## config.mk

```make
export PLATFORM = sky130hd
export DESIGN_NAME = drbc_read_burst
export DESIGN_NICKNAME = d
export VERILOG_FILES = /design/src/rtl/drbc_pkg.sv /design/src/rtl/drbc_delay_line.sv /design/src/rtl/drbc_read_burst.sv
export VERILOG_INCLUDE_DIRS = /design/src /design/src/rtl
export SDC_FILE = /design/constraint.sdc
export NUM_CORES = 2
export LEC_CHECK = 0
export BUFFER_PORTS_ARGS = -buffer_cell sky130_fd_sc_hd__buf_4
export CORE_UTILIZATION = 55
export CTS_CLUSTER_SIZE = 24
export DETAILED_ROUTE_END_ITERATION = 10
export HOLD_SLACK_MARGIN = 0.06
export PLACE_DENSITY_LB_ADDON = 0.1
export REMOVE_ABC_BUFFERS = 1
export SETUP_SLACK_MARGIN = 0.05
export SYNTH_ARGS = -nofsm -noshare
export SYNTH_HDL_FRONTEND = slang
export SYNTH_SLANG_ARGS = --single-unit
```

## constraint.sdc

```tcl
create_clock -name CORE_CLK -period 22.4 [get_ports CORE_CLK]
set_clock_uncertainty 0.2 [all_clocks]
set_input_delay 1.12 -clock CORE_CLK [delete_from_list [all_inputs] [get_ports CORE_CLK]]
set_output_delay 1.12 -clock CORE_CLK [all_outputs]
set_load 0.03 [all_outputs]
```

## src/rtl/drbc_map.svh

```systemverilog
`ifndef DRBC_MAP_SVH
`define DRBC_MAP_SVH

// register byte offsets
`define DRBC_MODE_OFS  4'h0
`define DRBC_STAT_OFS  4'h4

// fields of mode register zero
`define DRBC_BLEN_LSB  0
`define DRBC_RPRE_BIT  2
`define DRBC_WPRE_BIT  3
`define DRBC_CAS_LSB   4
`define DRBC_ADD_LSB   9

// reset value: fixed eight, one-clock preambles, column latency 11
`define DRBC_MODE_RST  32'h0000_00b0

// fields of the status register
`define DRBC_OPEN_LSB  0
`define DRBC_PCH_LSB   8
`define DRBC_BUSY_BIT  16
`define DRBC_WCHOP_BIT 17

// timing
`define DRBC_CLK_NS    100
`define DRBC_TRAS_NS   32
`define DRBC_PCH_NS    14
`define DRBC_TRAS_CYC  (((`DRBC_TRAS_NS + `DRBC_CLK_NS - 1) / `DRBC_CLK_NS) < 1 ? 1 : \
                        ((`DRBC_TRAS_NS + `DRBC_CLK_NS - 1) / `DRBC_CLK_NS))
`define DRBC_PCH_CYC   (((`DRBC_PCH_NS + `DRBC_CLK_NS - 1) / `DRBC_CLK_NS) < 1 ? 1 : \
                        ((`DRBC_PCH_NS + `DRBC_CLK_NS - 1) / `DRBC_CLK_NS))

// depth of the latency pipeline
`define DRBC_DEPTH     64

`endif

```

## src/rtl/drbc_pkg.sv

```systemverilog
package drbc_pkg;

	// command presented on the command clock
	typedef struct packed {
		logic       act;                      // activate bank
		logic       read;                     // read command
		logic       write;                    // write command
		logic       pre;                      // explicit precharge
		logic [2:0] bank;                     // {bank group, bank}
		logic [9:0] col;                      // column address
		logic       auto_precharge_addr_bit;  // precharge after burst
		logic       burst_select_addr_bit;    // per-command length
	} drbc_cmd_t;

	// one read waiting out its latency
	typedef struct packed {
		logic       valid;
		logic       eight;
		logic       ap;
		logic [2:0] bank;
		logic [9:0] col;
	} drbc_entry_t;

	// data and strobe pins, one clock = two beats
	typedef struct packed {
		logic        oe;          // data driven
		logic [15:0] rise;        // beat on rising strobe edge
		logic [15:0] fall;        // beat on falling strobe edge
		logic        strobe_oe;   // strobe driven
		logic        strobe_run;  // strobe toggles, else held low
	} drbc_dq_t;

	// burst length field of mode register zero
	typedef enum logic [1:0] {
		DRBC_BURST_OF_EIGHT  = 2'b00,
		DRBC_PER_COMMAND     = 2'b01,
		DRBC_BURST_CHOP_FOUR = 2'b10,
		DRBC_BURST_RSVD      = 2'b11
	} drbc_blen_t;

endpackage : drbc_pkg

```

## src/rtl/drbc_delay_line.sv

```systemverilog
`timescale 1ns/1ps
`include "drbc_map.svh"
module drbc_delay_line
	import drbc_pkg::*;
(
	input  logic        clk,
	input  logic        reset,
	input  drbc_entry_t push,
	input  logic [5:0]  read_latency,
	output drbc_entry_t taps [6],
	output logic        busy
);
	drbc_entry_t            stage [`DRBC_DEPTH];  // entry i is i+1 clocks old
	logic [`DRBC_DEPTH-1:0] live;                 // valid bit of each stage

	// shift one stage per clock
	genvar i;
	generate
		for (i = 0; i < `DRBC_DEPTH; i++) begin : g_stage
			if (i == 0) begin : g_head
				always_ff @(posedge clk) begin
					if (reset) stage[i] <= '0;
					else stage[i] <= push;
				end
			end else begin : g_body
				always_ff @(posedge clk) begin
					if (reset) stage[i] <= '0;
					else stage[i] <= stage[i-1];
				end
			end
			assign live[i] = stage[i].valid;
		end
	endgenerate

	// taps at ages latency-3 .. latency+2, outputs are registered after this
	always_comb begin
		for (int k = 0; k < 6; k++) begin
			taps[k] = stage[read_latency + 6'(k) - 6'h4];
		end
	end

	assign busy = |live;

endmodule : drbc_delay_line

```

## src/rtl/drbc_read_burst.sv

```systemverilog
// Local design decisions: the Avalon-MM slave port and the register offsets.
`timescale 1ns/1ps
`include "drbc_map.svh"
module drbc_read_burst
	import drbc_pkg::*;
(
	input  logic        CORE_CLK,
	input  logic        RESET,
	input  logic [3:0]  AVS_ADDRESS,
	input  logic        AVS_READ,
	input  logic        AVS_WRITE,
	input  logic [31:0] AVS_WRITEDATA,
	input  logic [3:0]  AVS_BYTEENABLE,
	output logic [31:0] AVS_READDATA,
	output logic        AVS_WAITREQUEST,
	input  drbc_cmd_t   CMD,
	output drbc_dq_t    DQ
);
	logic [31:0] mode_register_zero;     // burst, preamble and latency setup
	drbc_blen_t  blen;                   // burst length field
	logic        rpre2;                  // two-clock read preamble
	logic [4:0]  column_access_latency;  // column latency in clocks
	logic [1:0]  add_sel;                // additive latency choice
	logic [5:0]  additive_latency;       // additive latency in clocks
	logic [5:0]  read_latency;           // total read latency
	logic        cmd_eight;              // length picked for this command
	logic        last_wr_chop;           // last write was chopped
	logic        bus_ack;                // answer phase of a bus access
	logic        busy;                   // reads in flight
	logic [7:0]  bank_open;              // bank holds an open row
	logic [7:0]  bank_pch;               // bank precharge pending or running
	logic [7:0]  ap_fire;                // burst ended with auto-precharge
	drbc_entry_t push;                   // entry entering the pipeline
	drbc_entry_t taps [6];               // pipeline taps around the latency
	logic        data_hit;               // a burst drives data next clock
	logic        pre_hit;                // a preamble is due next clock
	logic [2:0]  hit_beat;               // beat pair index of the hit
	drbc_entry_t hit;                    // entry that drives data

	// mode register fields
	assign blen                  = drbc_blen_t'(mode_register_zero[`DRBC_BLEN_LSB +: 2]);
	assign rpre2                 = mode_register_zero[`DRBC_RPRE_BIT];
	assign column_access_latency = mode_register_zero[`DRBC_CAS_LSB +: 5];
	assign add_sel               = mode_register_zero[`DRBC_ADD_LSB +: 2];

	// additive latency: zero, latency minus one or minus two
	always_comb begin
		unique case (add_sel)
			2'h1:    additive_latency = {1'b0, column_access_latency} - 6'h1;
			2'h2:    additive_latency = {1'b0, column_access_latency} - 6'h2;
			default: additive_latency = 6'h0;
		endcase
	end
	assign read_latency = additive_latency + {1'b0, column_access_latency};

	// burst length chosen per command
	always_comb begin
		unique case (blen)
			DRBC_PER_COMMAND:     cmd_eight = CMD.burst_select_addr_bit;
			DRBC_BURST_CHOP_FOUR: cmd_eight = 1'b0;
			default:              cmd_eight = 1'b1;
		endcase
	end

	// bus answer one clock after the request, held for that clock only
	always_ff @(posedge CORE_CLK) begin
		if (RESET) bus_ack <= 1'b0;
		else bus_ack <= (AVS_READ | AVS_WRITE) & ~bus_ack;
	end
	assign AVS_WAITREQUEST = (AVS_READ | AVS_WRITE) & ~bus_ack;

	// read data captured with the answer, unmapped reads return zero
	always_ff @(posedge CORE_CLK) begin
		if (RESET) begin
			AVS_READDATA <= 32'h0;
		end else if (AVS_READ & ~bus_ack) begin
			unique case (AVS_ADDRESS)
				`DRBC_MODE_OFS: AVS_READDATA <= mode_register_zero;
				`DRBC_STAT_OFS: AVS_READDATA <= {14'h0, last_wr_chop, busy, bank_pch, bank_open};
				default:        AVS_READDATA <= 32'h0;
			endcase
		end
	end

	// mode register write with byte enables, taken when waitrequest is low
	always_ff @(posedge CORE_CLK) begin
		if (RESET) begin
			mode_register_zero <= `DRBC_MODE_RST;
		end else if (AVS_WRITE & bus_ack & (AVS_ADDRESS == `DRBC_MODE_OFS)) begin
			for (int b = 0; b < 4; b++) begin
				if (AVS_BYTEENABLE[b]) mode_register_zero[8*b +: 8] <= AVS_WRITEDATA[8*b +: 8];
			end
		end
	end

	// writes share the length choice; only the length is tracked here
	always_ff @(posedge CORE_CLK) begin
		if (RESET) last_wr_chop <= 1'b0;
		else if (CMD.write) last_wr_chop <= ~cmd_eight;
	end

	// a read enters the latency pipeline with its length and precharge bit
	always_comb begin
		push       = '0;
		push.valid = CMD.read;
		push.eight = cmd_eight;
		push.ap    = CMD.auto_precharge_addr_bit;
		push.bank  = CMD.bank;
		push.col   = CMD.col;
	end

	drbc_delay_line u_delay (
		.clk          (CORE_CLK),
		.reset        (RESET),
		.push         (push),
		.read_latency (read_latency),
		.taps         (taps),
		.busy         (busy)
	);

	// find the burst that owns the next data clock; chop stops after two
	always_comb begin
		data_hit = 1'b0;
		hit_beat = 3'h0;
		hit      = '0;
		ap_fire  = 8'h0;
		for (int k = 0; k < 4; k++) begin
			if (taps[2+k].valid && (k < 2 || taps[2+k].eight)) begin
				data_hit = 1'b1;
				hit_beat = 3'(k);
				hit      = taps[2+k];
				if (taps[2+k].ap && (k == (taps[2+k].eight ? 3 : 1))) begin
					ap_fire[taps[2+k].bank] = 1'b1;
				end
			end
		end
		pre_hit = taps[1].valid | (rpre2 & taps[0].valid);
	end

	// pins: data beats and strobe, preamble holds the strobe low
	always_ff @(posedge CORE_CLK) begin
		if (RESET) begin
			DQ <= '0;
		end else begin
			DQ.oe         <= data_hit;
			DQ.rise       <= {3'h0, hit.bank, hit.col[9:3], {hit_beat[1:0], 1'b0}};
			DQ.fall       <= {3'h0, hit.bank, hit.col[9:3], {hit_beat[1:0], 1'b1}};
			DQ.strobe_oe  <= data_hit | pre_hit;
			DQ.strobe_run <= data_hit;
		end
	end

	// per-bank row state and internal precharge
	genvar g;
	generate
		for (g = 0; g < 8; g++) begin : g_bank
			logic [3:0] ras_cnt;  // row-active time still to run
			logic [3:0] rp_cnt;   // precharge period still to run
			logic       pend;     // auto-precharge waiting for row-active time
			logic       hit_act;  // activate to this bank
			logic       hit_pre;  // explicit precharge to this bank
			assign hit_act = CMD.act & (CMD.bank == 3'(g));
			assign hit_pre = CMD.pre & (CMD.bank == 3'(g));
			assign bank_pch[g] = pend | (rp_cnt != 4'h0);

			// activate opens, auto-precharge closes once the row has been active long enough, explicit precharge closes at once
			always_ff @(posedge CORE_CLK) begin
				if (RESET) begin
					bank_open[g] <= 1'b0;
					ras_cnt      <= 4'h0;
					rp_cnt       <= 4'h0;
					pend         <= 1'b0;
				end else if (hit_act) begin
					bank_open[g] <= 1'b1;
					ras_cnt      <= 4'(`DRBC_TRAS_CYC);
					pend         <= 1'b0;
				end else begin
					if (ras_cnt != 4'h0) ras_cnt <= ras_cnt - 4'h1;
					if (rp_cnt != 4'h0) rp_cnt <= rp_cnt - 4'h1;
					if ((pend | ap_fire[g]) & bank_open[g] & (ras_cnt == 4'h0)) begin
						bank_open[g] <= 1'b0;
						pend         <= 1'b0;
						rp_cnt       <= 4'(`DRBC_PCH_CYC);
					end else if (ap_fire[g] & bank_open[g]) begin
						pend <= 1'b1;
					end else if (hit_pre) begin
						bank_open[g] <= 1'b0;
						pend         <= 1'b0;
						rp_cnt       <= 4'(`DRBC_PCH_CYC);
					end
				end
			end

		end
	endgenerate

	// helpers for the checks below
	logic       out_first;  // first data clock of a burst
	logic       out_eight;  // that burst is eight beats
	logic [6:0] since_rd;   // clocks since the last read
	logic [6:0] in_flight;  // reads without first data yet
	drbc_blen_t last_blen;  // length field at the last read
	logic       last_bsel;  // select bit at the last read
	always_ff @(posedge CORE_CLK) begin
		if (RESET) begin
			out_first <= 1'b0;
			out_eight <= 1'b0;
			since_rd  <= 7'h0;
			in_flight <= 7'h0;
			last_blen <= DRBC_BURST_OF_EIGHT;
			last_bsel <= 1'b0;
		end else begin
			out_first <= data_hit & (hit_beat == 3'h0);
			out_eight <= hit.eight;
			since_rd  <= CMD.read ? 7'h1 : (since_rd == 7'h7f ? since_rd : since_rd + 7'h1);
			in_flight <= in_flight + {6'h0, CMD.read} - {6'h0, out_first};
			if (CMD.read) begin
				last_blen <= blen;
				last_bsel <= CMD.burst_select_addr_bit;
			end
		end
	end
endmodule : drbc_read_burst

```

==> results.json <==
{
  "status": "finished clean",
  "synth_most_common_cell": "dfxtp_1",
  "synth-edff-count": 0,
  "worstPathRequired_ns": 22.80,
  "ys_ff_latch": 993,
  "irDropWorstVdd_mv": 0.06945,
  "clk_latency_ns": 0.70,
  "syn_inst": 4757,
  "drive_above_1_share": 0.2421,
  "cp-start-kind": "register",
  "setup_ws_ns": 13.89,
  "path_max_fanout": 132,
  "io_pins": 131,
  "crit_path_top_delay_cell": "fa_4",
  "grt_max_degree": 201,
  "grt_pass1_vias": 38630,
  "synth_top_cells_by_count": "993 x dfxtp_1, 838 x nor2b_1, 681 x mux4_2, 378 x mux2i_1, 227 x nand2_1",
  "wire_per_inst_um": 25.65,
  "dpl_cell_area_sq_um": 56740,
  "seq_area_frac_synth": 0.3575,
  "track_usage": 0.3011,
  "hpwl_um": 96500,
  "ys.flop_type": "dfxtp_1",
  "worst_pin_slew_ns": 1.352,
  "synth_top_cell_by_area": "dfxtp_1",
  "cap_violations": 0,
  "drt_iter0_markers": 3939,
  "final.setup.tns_ns": 0,
  "start_util": 0.5553,
  "post-route-drc-count": 0,
  "period_minus_slack_ns": 8.510,
  "min_period_over_period": 0.3799,
  "ys_warn_count": 0,
  "rsz0062_at_grt": "no",
  "portBuffers": 120,
  "antenna_found_initial": 4,
  "cts-root-buf": "clkbuf_16",
  "avgSynthCellArea_sq_um": 11.69,
  "slew_headroom": 0.09843,
  "met1_usage": 0.4215,
  "syn_area_sq_um": 55610,
  "die_w_um": 320.0,
  "h-tree-depth": 3,
  "setup_viol": 0,
  "yosysTopAreaCellShare": 0.3575,
  "cts_buffer_depth": 3,
  "cts.hold.buffers_added": 0,
  "post_cts_buffers": 0,
  "viasPerCell": 6.599,
  "path_class": "reg -> reg",
  "crit_path_end_kind": "register",
  "static-leakage-power_uw": 0.02186,
  "drv_slew": 0,
  "ant_nets": 0,
  "critical_path.n_buffers_inverters": 5,
  "place.gp.congestion": 0.8438,
  "num_rows": 116,
  "vias": 39830,
  "use_met2": 0.4656,
  "hold_viol_final": 0,
  "grt-ovfl-total": 0,
  "crit_arrival_ns": 8.91,
  "powerDensity_nw_per_um2": 67.97,
  "post-place-ws_ns": 14.20,
  "cts.clk_slew.worst_paths_ns": 0.06,
  "max_freq_ghz": 0.1175,
  "fin_area_sq_um": 60350,
  "wl_um": 154800,
  "ctsResizeCount": 0,
  "cts_tree": "done",
  "dr.pass1.iters": 5,
  "numCtsBuffers": 106,
  "hold_class": "reg -> reg",
  "busiest_layer": "met2",
  "die-area_sq_um": 102400,
  "die_y_um": 320.0,
  "use_met3": 0.06092,
  "ys_types": 97,
  "crit_chain": "inv_1, ha_1, nand2_2, inv_1, fa_4, buf_4, ha_4, xor3_4, buf_12, nand2_1, buf_4, o221ai_1, o311ai_0, o2111ai_1, o22ai_1, nand3_1, o221a_2, o211a_1, a211oi_1",
  "synth-async-reset-ratio": 0,
  "fin_nets": 4754,
  "syn_to_final_growth_pct": 8.522,
  "grt_pass1_wl_um": 238300,
  "cpLargestDelayFamily": "compound AO/OA/AOI/OAI gates",
  "reg2reg_slack_ns": 13.89,
  "ys_top_cells_by_area": "dfxtp_1 36%, mux4_2 28%, nor2b_1 9.4%",
  "cpPeakStageDelay_ns": 1.01,
  "fp.coreArea_sq_um": 100100,
  "numClockSinks": 993
}
## stage by stage
step	utilization	cells	total power [uW]	hold WS (ns)
after global placement	0.5665	5838	2295	0.2349
after global routing	0.6026	6032	4262	0.2597
after detailed placement	0.5665	5838	2305	0.2352
after CTS	0.6026	6032	4136	0.2450
after floorplan	-	4345	2187	0.2153
final	0.6026	6035	4102	0.2460
## tightest hold or removal path, stage by stage (launching register included)
cell     delay [ns]
dfxtp_1        0.32
inv_1          0.05
nor2_1         0.03
## metal layers
metal	part of all wire	vias to the layer above
met4	0.036	4
met3	0.078	321
met5	0.00017	-
met2	0.46	1560
met1	0.43	20250
li1	-	17690
## placed cells by master (no fill, tap or decap), drive strengths merged, types with 31 or more instances in the layout
master,n
clkbuf,155
nand2,230
buf,195
nor4,46
mux2,42
nor3b,31
xnor2,32
a21oi,120
dfxtp,993
and3,80
o21ai,40
mux2i,378
nor2b,838
inv,81
ha,42
a211oi,82
mux4,681
o22ai,33
nor2,97
nor3,57
nand3,112
## cell families after synthesis
| logic type | after synthesis | synth area share |
|---|---|---|
| AO/OA/AOI/OAI | 474 | 0.06009 |
| XOR/XNOR | 46 | 0.01003 |
| adder cells (fa/ha/maj) | 43 | 0.009809 |
| buffers and inverters | 495 | 0.04524 |
| flip-flops | 993 | 0.3575 |
| multiplexers | 1101 | 0.3523 |
| other | 1 | 0.00006743 |
| AND/OR/NAND/NOR | 1604 | 0.1650 |
## flip-flops by register name, summed over array words and instances (netlist names)
| signal | count |
|---|---|
| mode_register_zero | 32 |
| bank_open | 8 |
| g_bank.rp_cnt | 32 |
| last_wr_chop | 1 |
| AVS_READDATA | 32 |
| bus_ack | 1 |
| u_delay.stage | 832 |
| DQ | 15 |
| g_bank.pend | 8 |
| g_bank.ras_cnt | 32 |
## layout make-up
type                    count  area, sq um
diodes                      3        7.507
clock buffers             155         3059
clock inverters            39        550.5
fillers                  8228        39790
inverters                  77        322.8
multi-input cells        3275        33390
flip-flops and latches    993        19880
well taps                1298         1624
repair buffers            195         1521
## report_power, final
part / internal (uW) / total, uW / switching, uW
clock: 1080 / 1830 / 748
combinational: 180 / 405 / 225
sequential: 1820 / 1860 / 43.8
total: 3090 / 4100 / 1020
## final timing paths
path | from | endpoint | cells past startpoint
setup reg to reg | mode_register_zero[9]$_SDFFE_PP0P_ | g_bank[1].rp_cnt[0]$_SDFFE_PP0N_ | 19
setup / recovery | mode_register_zero[9]$_SDFFE_PP0P_ | g_bank[1].rp_cnt[0]$_SDFFE_PP0N_ | 19
hold reg to reg | u_delay.stage[45][13]$_SDFF_PP0_ | u_delay.stage[46][13]$_SDFF_PP0_ | 2
hold / removal | u_delay.stage[45][13]$_SDFF_PP0_ | u_delay.stage[46][13]$_SDFF_PP0_ | 2
Note: power is estimated with default switching activity, not from simulation.
